<file path="src/verilog/dacm_consts.svh">
// Operation
// - only comparators A and B have size compare enable and size select
// - with tag set, match waits for the tagged instruction to execute
// - while tagging, direction, size and data qualifiers are ignored
// - with tag clear, match fires when the address is on the bus
// - once matched, a comparator no longer re-checks its data value
// - match 0, 1, 2 come from comparators A, B, C outside range mode
// - outside range mode, a match needs exact address equality
// - comparator C checks only address and direction
// - a word access at n-1 does not match a comparator holding n
// - direction enable 0 takes both; else select 0 writes, 1 reads
// - comparator B compares address, direction, access size and data value
// - size enable set matches only accesses of the selected size
// - in range mode match 1 is off and match 0 signals range entry
// - sequencer triggers after a programmed ordered run of matches
`ifndef DACM_CONSTS_SVH
`define DACM_CONSTS_SVH
`define DACM_CTRL 8'h00
`define DACM_CMP_CTL0 8'h04
`define DACM_CMP_ADDR0 8'h10
`define DACM_CMP_DATA0 8'h1c
`define DACM_SEQ 8'h24
`define DACM_STATUS 8'h28
`define DACM_MASK 8'h2c
`define DACM_STATE 8'h30
`define DACM_CTRL_ARM 0
`define DACM_CTRL_RANGE 1
`define DACM_CTL_TAG 0
`define DACM_CTL_DIR_EN 1
`define DACM_CTL_DIR_SEL 2
`define DACM_CTL_SIZE_EN 3
`define DACM_CTL_SIZE_SEL 4
`define DACM_CTL_DATA_EN 5
`define DACM_CTL_W 6
`define DACM_ST_TRIG 3
`define DACM_ST_W 4
`define DACM_RESP_OKAY 2'h0
`define DACM_RESP_SLVERR 2'h2
`endif

</file>
<file path="src/verilog/dacm_pkg.sv">
package dacm_pkg;
   typedef enum logic [1:0] {SQ_IDLE, SQ_STEP1, SQ_STEP2, SQ_STEP3} dacm_seq_t;
   typedef logic [15:0] dacm_addr_t;
endpackage

</file>
<file path="src/verilog/dacm_cmp_if.sv">
`timescale 1ns/100ps
`include "dacm_consts.svh"
interface dacm_cmp_if;
   logic [`DACM_CTL_W-1:0] ctl;
   logic [15:0] addr;
   logic [15:0] data;
   logic rearm;
   logic bus_valid;
   logic [15:0] bus_addr;
   logic bus_rw;
   logic bus_word;
   logic [15:0] bus_data;
   logic exec_valid;
   logic [15:0] exec_addr;
   logic hit;
   modport comp (input ctl, addr, data, rearm, bus_valid, bus_addr, bus_rw,
      bus_word, bus_data, exec_valid, exec_addr, output hit);
   modport owner (output ctl, addr, data, rearm, bus_valid, bus_addr, bus_rw,
      bus_word, bus_data, exec_valid, exec_addr, input hit);
endinterface

</file>
<file path="src/verilog/dacm_comp.sv">
`timescale 1ns/100ps
`include "dacm_consts.svh"
module dacm_comp #(
   parameter bit HAS_SIZE = 1'b1,
   parameter bit HAS_DATA = 1'b1
) (
   input wire logic aclk,
   input wire logic aresetn,
   dacm_cmp_if.comp c
);
   import dacm_pkg::*;
   logic hit_q;
   logic once;
   wire tag = c.ctl[`DACM_CTL_TAG];
   wire exec_hit = c.exec_valid && (c.exec_addr == c.addr);
   wire dir_ok = !c.ctl[`DACM_CTL_DIR_EN] ||
      (c.ctl[`DACM_CTL_DIR_SEL] == c.bus_rw);
   wire size_ok = !HAS_SIZE || !c.ctl[`DACM_CTL_SIZE_EN] ||
      (c.ctl[`DACM_CTL_SIZE_SEL] == c.bus_word);
   wire data_eq = c.bus_word ? (c.bus_data == c.data) :
      (c.bus_data[7:0] == c.data[7:0]);
   wire data_ok = !HAS_DATA || !c.ctl[`DACM_CTL_DATA_EN] || once || data_eq;
   wire addr_eq = c.bus_addr == c.addr;
   wire bus_hit = c.bus_valid && addr_eq && dir_ok && size_ok && data_ok;
   wire next_hit = tag ? exec_hit : bus_hit;
   assign c.hit = hit_q;

   always_ff @(posedge aclk)
   begin
      if (!aresetn)
      begin
         hit_q <= 1'b0;
         once <= 1'b0;
      end
      else
      begin
         hit_q <= next_hit;
         once <= (once & !c.rearm) | next_hit;
      end
   end

   tag_exec_a: assert property (@(posedge aclk) disable iff (!aresetn)
      tag && c.exec_valid && c.exec_addr == c.addr |=> c.hit)
      else $error("tagged execution did not match");
   tag_block_a: assert property (@(posedge aclk) disable iff (!aresetn)
      tag && !(c.exec_valid && c.exec_addr == c.addr) |=> !c.hit)
      else $error("tagged comparator matched without execution");
   addr_exact_a: assert property (@(posedge aclk) disable iff (!aresetn)
      c.hit && !$past(tag) |->
      $past(c.bus_valid) && $past(c.bus_addr) == $past(c.addr))
      else $error("match without exact address");
   dir_qual_a: assert property (@(posedge aclk) disable iff (!aresetn)
      c.hit && !$past(tag) && $past(c.ctl[`DACM_CTL_DIR_EN]) |->
      $past(c.bus_rw) == $past(c.ctl[`DACM_CTL_DIR_SEL]))
      else $error("match with wrong direction");
   generate
      if (HAS_SIZE)
      begin : g_size
         size_qual_a: assert property (@(posedge aclk)
            disable iff (!aresetn)
            c.hit && !$past(tag) && $past(c.ctl[`DACM_CTL_SIZE_EN]) |->
            $past(c.bus_word) == $past(c.ctl[`DACM_CTL_SIZE_SEL]))
            else $error("match with wrong access size");
      end
   endgenerate
endmodule

</file>
<file path="src/verilog/dacm_top.sv">
`timescale 1ns/100ps
`include "dacm_consts.svh"
module dacm_top (
   input wire logic aclk,
   input wire logic aresetn,
   input wire logic [7:0] s_axi_awaddr,
   input wire logic s_axi_awvalid,
   output logic s_axi_awready,
   input wire logic [31:0] s_axi_wdata,
   input wire logic [3:0] s_axi_wstrb,
   input wire logic s_axi_wvalid,
   output logic s_axi_wready,
   output logic [1:0] s_axi_bresp,
   output logic s_axi_bvalid,
   input wire logic s_axi_bready,
   input wire logic [7:0] s_axi_araddr,
   input wire logic s_axi_arvalid,
   output logic s_axi_arready,
   output logic [31:0] s_axi_rdata,
   output logic [1:0] s_axi_rresp,
   output logic s_axi_rvalid,
   input wire logic s_axi_rready,
   input wire logic bus_valid,
   input wire dacm_pkg::dacm_addr_t bus_addr,
   input wire logic bus_rw,
   input wire logic bus_word,
   input wire logic [15:0] bus_data,
   input wire logic exec_valid,
   input wire dacm_pkg::dacm_addr_t exec_addr,
   output logic [2:0] match_out,
   output logic trigger,
   output logic irq
);
   import dacm_pkg::*;

   // configuration
   logic arm;
   logic range_en;
   logic [`DACM_CTL_W-1:0] cmp_ctl [3];
   logic [15:0] cmp_addr [3];
   logic [15:0] cmp_data [2];
   logic [7:0] seq_cfg;
   logic [`DACM_ST_W-1:0] status;
   logic [`DACM_ST_W-1:0] mask;
   dacm_seq_t seq;
   dacm_seq_t next_seq;
   logic in_range_q;
   logic entry_q;
   logic [2:0] rearm;

   // write channel holding
   logic [7:0] aw_addr_q;
   logic [31:0] w_data_q;
   logic [3:0] w_strb_q;

   dacm_cmp_if cif [3] ();
   wire [2:0] hits = {cif[2].hit, cif[1].hit, cif[0].hit};

   genvar gi;
   generate
      for (gi = 0; gi < 3; gi++)
      begin : g_cmp
         assign cif[gi].ctl = cmp_ctl[gi];
         assign cif[gi].addr = cmp_addr[gi];
         assign cif[gi].data = (gi < 2) ? cmp_data[gi % 2] : 16'h0000;
         assign cif[gi].rearm = rearm[gi];
         assign cif[gi].bus_valid = bus_valid;
         assign cif[gi].bus_addr = bus_addr;
         assign cif[gi].bus_rw = bus_rw;
         assign cif[gi].bus_word = bus_word;
         assign cif[gi].bus_data = bus_data;
         assign cif[gi].exec_valid = exec_valid;
         assign cif[gi].exec_addr = exec_addr;
         dacm_comp #(
            .HAS_SIZE(gi < 2),
            .HAS_DATA(gi < 2)
         ) u_comp (
            .aclk(aclk),
            .aresetn(aresetn),
            .c(cif[gi])
         );
      end
   endgenerate

   // range entry between A and B
   wire in_range = bus_valid && (bus_addr >= cmp_addr[0]) &&
      (bus_addr <= cmp_addr[1]);
   wire [2:0] m_vec = range_en ? {hits[2], 1'b0, entry_q} : hits;

   // sequencer
   wire [1:0] seq_len = (seq_cfg[7:6] == 2'h0) ? 2'h1 : seq_cfg[7:6];
   wire [1:0] step_idx = (seq == SQ_STEP2) ? 2'h1 :
      (seq == SQ_STEP3) ? 2'h2 : 2'h0;
   wire [1:0] want_ch = seq_cfg[2*step_idx +: 2];
   wire step_hit = (want_ch != 2'h3) && m_vec[want_ch];
   wire seq_done = step_hit && (step_idx + 2'h1 == seq_len);

   always_comb
   begin
      next_seq = seq;
      case (seq)
         SQ_IDLE: next_seq = arm ? SQ_STEP1 : SQ_IDLE;
         SQ_STEP1: if (step_hit) next_seq = seq_done ? SQ_STEP1 : SQ_STEP2;
         SQ_STEP2: if (step_hit) next_seq = seq_done ? SQ_STEP1 : SQ_STEP3;
         SQ_STEP3: if (step_hit) next_seq = SQ_STEP1;
         default: next_seq = SQ_IDLE;
      endcase
      if (!arm)
         next_seq = SQ_IDLE;
   end

   // bus decode
   wire wr_go = !s_axi_awready && !s_axi_wready && !s_axi_bvalid;
   wire [7:0] wa = aw_addr_q;
   wire [31:0] wmask = {{8{w_strb_q[3]}}, {8{w_strb_q[2]}},
      {8{w_strb_q[1]}}, {8{w_strb_q[0]}}};
   wire [31:0] wd = w_data_q & wmask;
   wire wr_ctrl = wr_go && wa == `DACM_CTRL;
   wire wr_seq = wr_go && wa == `DACM_SEQ;
   wire wr_mask = wr_go && wa == `DACM_MASK;
   wire [2:0] wr_ctl;
   wire [2:0] wr_addr;
   wire [1:0] wr_data;
   generate
      for (gi = 0; gi < 3; gi++)
      begin : g_dec
         assign wr_ctl[gi] = wr_go && wa == `DACM_CMP_CTL0 + 8'(4 * gi);
         assign wr_addr[gi] = wr_go && wa == `DACM_CMP_ADDR0 + 8'(4 * gi);
         if (gi < 2)
         begin : g_d
            assign wr_data[gi] = wr_go && wa == `DACM_CMP_DATA0 + 8'(4 * gi);
         end
      end
   endgenerate
   wire wr_ok = wr_ctrl | wr_seq | wr_mask | (|wr_ctl) | (|wr_addr) |
      (|wr_data) | (wa == `DACM_STATUS) | (wa == `DACM_STATE);

   wire rd_go = s_axi_arvalid && s_axi_arready;
   wire [7:0] ra = s_axi_araddr;
   wire [31:0] rd_val =
      (ra == `DACM_CTRL) ? {30'h0, range_en, arm} :
      (ra == `DACM_CMP_CTL0) ? 32'(cmp_ctl[0]) :
      (ra == `DACM_CMP_CTL0 + 8'h04) ? 32'(cmp_ctl[1]) :
      (ra == `DACM_CMP_CTL0 + 8'h08) ? 32'(cmp_ctl[2]) :
      (ra == `DACM_CMP_ADDR0) ? {16'h0, cmp_addr[0]} :
      (ra == `DACM_CMP_ADDR0 + 8'h04) ? {16'h0, cmp_addr[1]} :
      (ra == `DACM_CMP_ADDR0 + 8'h08) ? {16'h0, cmp_addr[2]} :
      (ra == `DACM_CMP_DATA0) ? {16'h0, cmp_data[0]} :
      (ra == `DACM_CMP_DATA0 + 8'h04) ? {16'h0, cmp_data[1]} :
      (ra == `DACM_SEQ) ? {24'h0, seq_cfg} :
      (ra == `DACM_STATUS) ? 32'(status) :
      (ra == `DACM_MASK) ? 32'(mask) :
      (ra == `DACM_STATE) ? {30'h0, seq} : 32'h0;
   wire rd_ok = (ra <= `DACM_STATE) && (ra[1:0] == 2'h0);
   wire rd_status = rd_go && ra == `DACM_STATUS;
   wire [`DACM_ST_W-1:0] events = {seq_done && seq != SQ_IDLE, m_vec};

   // write channel
   always_ff @(posedge aclk)
   begin
      if (!aresetn)
      begin
         s_axi_awready <= 1'b1;
         s_axi_wready <= 1'b1;
         aw_addr_q <= 8'h00;
         w_data_q <= 32'h0;
         w_strb_q <= 4'h0;
         s_axi_bvalid <= 1'b0;
         s_axi_bresp <= `DACM_RESP_OKAY;
      end
      else
      begin
         if (s_axi_awvalid && s_axi_awready)
         begin
            s_axi_awready <= 1'b0;
            aw_addr_q <= s_axi_awaddr;
         end
         if (s_axi_wvalid && s_axi_wready)
         begin
            s_axi_wready <= 1'b0;
            w_data_q <= s_axi_wdata;
            w_strb_q <= s_axi_wstrb;
         end
         if (wr_go)
         begin
            s_axi_awready <= 1'b1;
            s_axi_wready <= 1'b1;
            s_axi_bvalid <= 1'b1;
            s_axi_bresp <= wr_ok ? `DACM_RESP_OKAY : `DACM_RESP_SLVERR;
         end
         else if (s_axi_bready)
            s_axi_bvalid <= 1'b0;
      end
   end
   // read channel
   always_ff @(posedge aclk)
   begin
      if (!aresetn)
      begin
         s_axi_rvalid <= 1'b0;
         s_axi_arready <= 1'b1;
         s_axi_rdata <= 32'h0;
         s_axi_rresp <= `DACM_RESP_OKAY;
      end
      else if (rd_go)
      begin
         s_axi_rvalid <= 1'b1;
         s_axi_arready <= 1'b0;
         s_axi_rdata <= rd_ok ? rd_val : 32'h0;
         s_axi_rresp <= rd_ok ? `DACM_RESP_OKAY : `DACM_RESP_SLVERR;
      end
      else if (s_axi_rready)
      begin
         s_axi_rvalid <= 1'b0;
         s_axi_arready <= 1'b1;
      end
   end

   // configuration registers
   always_ff @(posedge aclk)
   begin
      if (!aresetn)
      begin
         arm <= 1'b0;
         range_en <= 1'b0;
         seq_cfg <= 8'h00;
         mask <= '0;
         rearm <= 3'h0;
         for (int i = 0; i < 3; i++)
         begin
            cmp_ctl[i] <= '0;
            cmp_addr[i] <= 16'h0000;
         end
         for (int i = 0; i < 2; i++)
            cmp_data[i] <= 16'h0000;
      end
      else
      begin
         if (wr_ctrl)
         begin
            arm <= wd[`DACM_CTRL_ARM];
            range_en <= wd[`DACM_CTRL_RANGE];
         end
         if (wr_seq)
            seq_cfg <= wd[7:0];
         if (wr_mask)
            mask <= wd[`DACM_ST_W-1:0];
         rearm <= wr_ctl | wr_addr | {1'b0, wr_data};
         for (int i = 0; i < 3; i++)
         begin
            if (wr_ctl[i])
               cmp_ctl[i] <= wd[`DACM_CTL_W-1:0];
            if (wr_addr[i])
               cmp_addr[i] <= wd[15:0];
         end
         for (int i = 0; i < 2; i++)
            if (wr_data[i])
               cmp_data[i] <= wd[15:0];
      end
   end

   // block state, status and outputs
   always_ff @(posedge aclk)
   begin
      if (!aresetn)
      begin
         seq <= SQ_IDLE;
         in_range_q <= 1'b0;
         entry_q <= 1'b0;
         status <= '0;
         match_out <= 3'h0;
         trigger <= 1'b0;
         irq <= 1'b0;
      end
      else
      begin
         seq <= next_seq;
         if (bus_valid)
            in_range_q <= in_range;
         entry_q <= in_range && !in_range_q;
         status <= (rd_status ? '0 : status) | events;
         match_out <= m_vec;
         trigger <= seq_done && seq != SQ_IDLE;
         irq <= |(status & mask);
      end
   end

   route_a: assert property (@(posedge aclk) disable iff (!aresetn)
      !$past(range_en) |-> match_out == $past(hits))
      else $error("match outputs not routed from comparators");
   range_m1_a: assert property (@(posedge aclk) disable iff (!aresetn)
      $past(range_en) |-> !match_out[1] && match_out[0] == $past(entry_q))
      else $error("range mode routing wrong");
   trig_seq_a: assert property (@(posedge aclk) disable iff (!aresetn)
      trigger |-> $past(seq) != SQ_IDLE && $past(step_hit) &&
      $past(step_idx) + 2'h1 == $past(seq_len))
      else $error("trigger without completed sequence");
   reset_a: assert property (@(posedge aclk)
      !aresetn |=> seq == SQ_IDLE && match_out == 3'h0 && !trigger)
      else $error("reset left match state");
   irq_a: assert property (@(posedge aclk) disable iff (!aresetn)
      ##1 irq == |($past(status) & $past(mask)))
      else $error("interrupt level mismatch");
   three_step_c: cover property (@(posedge aclk) disable iff (!aresetn)
      seq == SQ_STEP3 ##[1:50] trigger);
   range_entry_c: cover property (@(posedge aclk) disable iff (!aresetn)
      range_en && entry_q);
   tagged_c: cover property (@(posedge aclk) disable iff (!aresetn)
      cmp_ctl[0][`DACM_CTL_TAG] && hits[0]);
endmodule
</file>
<file path="config.mk">
export PLATFORM = sky130hd
export DESIGN_NAME = dacm_top
export DESIGN_NICKNAME = d
export VERILOG_FILES = /design/src/verilog/dacm_pkg.sv /design/src/verilog/dacm_cmp_if.sv /design/src/verilog/dacm_comp.sv /design/src/verilog/dacm_top.sv
export VERILOG_INCLUDE_DIRS = /design/src /design/src/verilog
export SDC_FILE = /design/constraint.sdc
export NUM_CORES = 1
export LEC_CHECK = 0
export CORE_UTILIZATION = 47
export CTS_BUF_LIST = sky130_fd_sc_hd__clkbuf_16
export CTS_CLUSTER_DIAMETER = 150
export DETAILED_ROUTE_END_ITERATION = 10
export DONT_BUFFER_PORTS = 1
export HOLD_SLACK_MARGIN = 0.15
export SLEW_MARGIN = 30
export SYNTH_ARGS = -nofsm -noshare
export SYNTH_HDL_FRONTEND = slang
export SYNTH_HIERARCHICAL = 1
export SYNTH_SLANG_ARGS = --single-unit
</file>
<file path="constraint.sdc">
create_clock -name aclk -period 2.6 [get_ports aclk]
set_input_delay 0.39 -clock aclk [delete_from_list [all_inputs] [get_ports aclk]]
set_output_delay 0.39 -clock aclk [all_outputs]
set_load 0.1 [all_outputs]
</file>
---- Word level (Yosys, flattened, before mapping) ----
Memories as Yosys holds them, arrays and structs flattened.
Index checks and enable logic that the tools add are counted.
storage, ports and cells
  flip-flop bits (word level) ............. 101
  bits in writable memories ............... 98
  input bits .............................. 111
  output and inout port bits .............. 46
  memories ................................ 3
operators by class
  add/subtract/negate cells ............... 1
  $lt $le $gt $ge ......................... 4
  eq/ne operators ......................... 47
  shifts and indexed selects .............. 1
  multiplexer cells ....................... 73
  bitwise logic cells ..................... 25
  reduce and logical (&&, ||, !) cells .... 74
memory list
  memory    depth  width  rd ports  clocked after Yosys merged registers in  write ports  RTL line        source
  cmp_addr  3      16     3         0                                        3            dacm_top.sv:40  logic [15:0] cmp_addr [3];
  cmp_data  2      16     2         0                                        2            dacm_top.sv:41  logic [15:0] cmp_data [2];
  cmp_ctl   3      6      3         0                                        3            dacm_top.sv:39  logic [`DACM_CTL_W-1:0] cmp_ctl [3];
operators by type and width
  operator                                             number
  two-way mux 16 bit                                   15
  == test 16 bit                                       8
  == test 8 x 6 -> 1 bit, second input constant        10
  == test 8 x 5 -> 1 bit, second input constant        8
  logical AND 1 bit                                    37
  two-way mux 1 bit                                    37
  == test 8 x 4 -> 1 bit, second input constant        4
  two-way mux 2 bit                                    12
  two-way mux 6 bit                                    3
  bitwise OR 1 bit                                     17
  AND 16 bit                                           1
  == test 8 x 3 -> 1 bit, second input constant        2
  == test 8 bit                                        2
  >= comparator 16 bit                                 1
  <= comparator 16 bit                                 1
  logical NOT 8 bit                                    2
  logical NOT 1 bit                                    13
  two-way mux 4 bit                                    3
  logical OR 1 bit                                     9
  <= comparator 8 x 6 -> 1 bit, second input constant  1
  two-way mux 8 bit                                    1
  != test 2 bit, second input constant                 4
  case mux 2 bit (4 select lines)                      1
  indexed part select 8 x 4 -> 2 bit                   1
  19 further kinds                                     32

---- Depth between registers and ports, before layout ----
  word-level depth ........................ 15
  depth in mapped cells ................... 9

---- Cells and area by module ----
Netlist, hierarchy kept.
modules (own cells, without submodules)
  module                           times used  cells an instance  area an instance (µm²)  seq. area each (µm²)
  dacm_top                         1           844                8,468.1                 4,524.3
  dacm_comp (g_cmp[0].u_comp ...)  2           77                 645.6                   40.0
  dacm_comp (g_cmp[2].u_comp)      1           48                 399.1                   20.0

---- Worst setup path before layout ----
Ideal clock, no wire load.
  kind .................................... register to register
  start point ............................. reg s_axi_wready
  end point ............................... mem cmp_addr[2][0] (netlist: cmp_addr[0][32]), enable pin
  arrival ................................. 2.953 ns
  data required time ...................... 2.189 ns
  path slack .............................. -0.765 ns
  stages on the path, launching flop included .. 6
  path buffers ............................ 1
  clock period less this slack ............ 3.365 ns
  cells stage by stage .................... dfxtp_1 or3_1 buf_2 nor3_2 nand2_1 o21ai_0
RTL lines
  item                      RTL line         source
  start: declaration        dacm_top.sv:12   output logic s_axi_wready,
  start signal: assignment  dacm_top.sv:164  s_axi_wready <= 1'b1;
  start signal: assignment  dacm_top.sv:180  s_axi_wready <= 1'b0;
  start signal: assignment  dacm_top.sv:187  s_axi_wready <= 1'b1;
  end: declaration          dacm_top.sv:40

==> out/results.ini <==
[clocking]
clock_sinks=181
ctsResizeCount=0
postCtsSetupRepairBufs=0
ctsRootBufferMaster=clkbuf_16
cts_tree=done
path_clk_slew_ns=0.08
ctsHoldBuffers=33
clock_latency_ns=0.44
htreeDepth=4
ctsLongestPathBuffers=2
cts_made_buffers=17

[timing]
finalHoldViolations=0
fin_crit_ns=2.487
rsz0062_at_grt=no
period_share_pct=95.65
fin_skew_ns=0.008873
tightestPinTransition_ns=0.9797
fin_hold_ws_ns=0.1728
max-slew-margin-rel_pct=34.60
setup_slack_ns=0.1132
slew_violations=0
setup_violations=0
fmax_mhz=402.1

[critical_path]
cp.arrival_ns=2.72
crit_fanout=9
critPathKind=flip-flop to flip-flop
start_kind=flip-flop
cp.required_ns=2.83
end_kind=flip-flop

[layout]
num-fill-cells=1977
diodes=0
multi_input_area_um2=5135
final_area_um2=11410
utilization_pct=54.10
drive_above_1_share_pct=8.885
regArea_um2=4604
finalNetCount=1238
area.growth.synth_to_final_pct=12.72

[detailed_routing]
drc_errors=0
wire_per_inst_um=24.08
drt_wl_total_um=33180
vias=8325
vias_per_cell=6.041
drtIter0Drc=829
dr.pass1.iters=5
antenna_left=0

[die]
dieArea_um2=22130
io_pins=157
core_um2=21090
start_util_pct=47.99
die-width_um=148.7
die_y_um=148.7
rows=53

[place]
port_buffers=0
place_area_um2=10500
dp_hpwl_um=25280
pre_cts_ws_ns=0.1584
globalplace.congestion=0.9610

[synthesis]
syn_area_um2=10120
yosys_warnings=6
syn-instance-count=1042
avgSynthCellArea_um2=9.713

[global_routing]
grt_pass1_wl_um=48530
grt-ovfl-total=0
grt_max_degree=45
antenna_found_initial=1
grt_pass1_vias=7860
track_usage_pct=30.59

[outcome]
status=completed

[power_and_ir_drop]
p_leak_nw=4.186
p_per_area_nw_per_um2=573.6
peakVddDrop_mv=0.4378

[worst_hold_path]
hp-class=input port to flip-flop

[flow_run]
drv_cap=0

## layout by cell type (no fill, tap or decap), types with 33 or more instances in the layout
cell type	n
nand2_1	108
xnor2_1	51
dlygate4sd3_1	33
edfxtp_1	98
nor2_1	88
a21oi_1	84
buf_4	34
inv_1	41
dfxtp_1	83
ha_1	37
xor2_1	84
## routing by layer
| layer | up-vias | GRT usage, % | wire length (um) |
|---|---|---|---|
| met5 | - | 0 | 0 |
| met4 | 0 | 10.77 | 900 |
| met3 | 64 | 8.226 | 3609 |
| met2 | 470 | 46.66 | 14690 |
| met1 | 3971 | 41.75 | 13980 |
| li1 | 3820 | - | - |
## layout make-up
class	count	share of cell area [%]
Sequential cell	181	40.36
Tap cell	275	3.016
Inverter	42	1.382
Multi-Input combinational cell	781	45.01
Clock buffer	17	3.729
Timing Repair Buffer	67	5.133
Clock inverter	15	1.371
## report_power, final
| group | switching, mW | internal [mW] | leakage [nW] |
|---|---|---|---|
| Sequential | 0.133 | 3.09 | 1.69 |
| Clock | 1.29 | 1.29 | 0.285 |
| Combinational | 0.476 | 0.269 | 2.21 |
| Total | 1.90 | 4.65 | 4.19 |
## sequential cells by signal, indices dropped and copies added (netlist names), 3 cells and up
register / flops
seq_cfg: 8
cmp_data: 32
match_out: 3
mask: 4
w_data_q: 16
g_cmp.u_comp/c.hit: 3
cmp_ctl: 18
s_axi_rdata: 16
cmp_addr: 48
aw_addr_q: 8
status: 4
## stage by stage
stage	TNS [ns]	power, mW	cells
3_5_place_dp	0	3.975	1313
2_1_floorplan	-5.698	3.838	1059
3_3_place_gp	0	3.969	1313
6_report	0	6.544	1378
4_1_cts	0	6.558	1378
5_1_grt	0	6.743	1378
## critical path: stages (launching register included)
cell and delay, ns:
dfxtp_1 0.31, or3_1 0.49, nor3_2 0.47, nand4_1 0.58, nor2_1 0.42
## final timing paths
check                            startpoint                          end  slack, ns  cells past startpoint
setup / recovery  s_axi_bvalid$_SDFFE_PN0P_    cmp_addr[0][18]$_DFFE_PP_       0.11                      4
hold / removal                s_axi_arvalid  s_axi_rresp[1]$_SDFFE_PN0P_       0.17                      2
setup reg to reg  s_axi_bvalid$_SDFFE_PN0P_    cmp_addr[0][18]$_DFFE_PP_       0.11                      4
hold reg to reg     in_range_q$_SDFFE_PN0P_           entry_q$_SDFF_PN0_       0.42                      1
(Power assumes the default switching activity.)
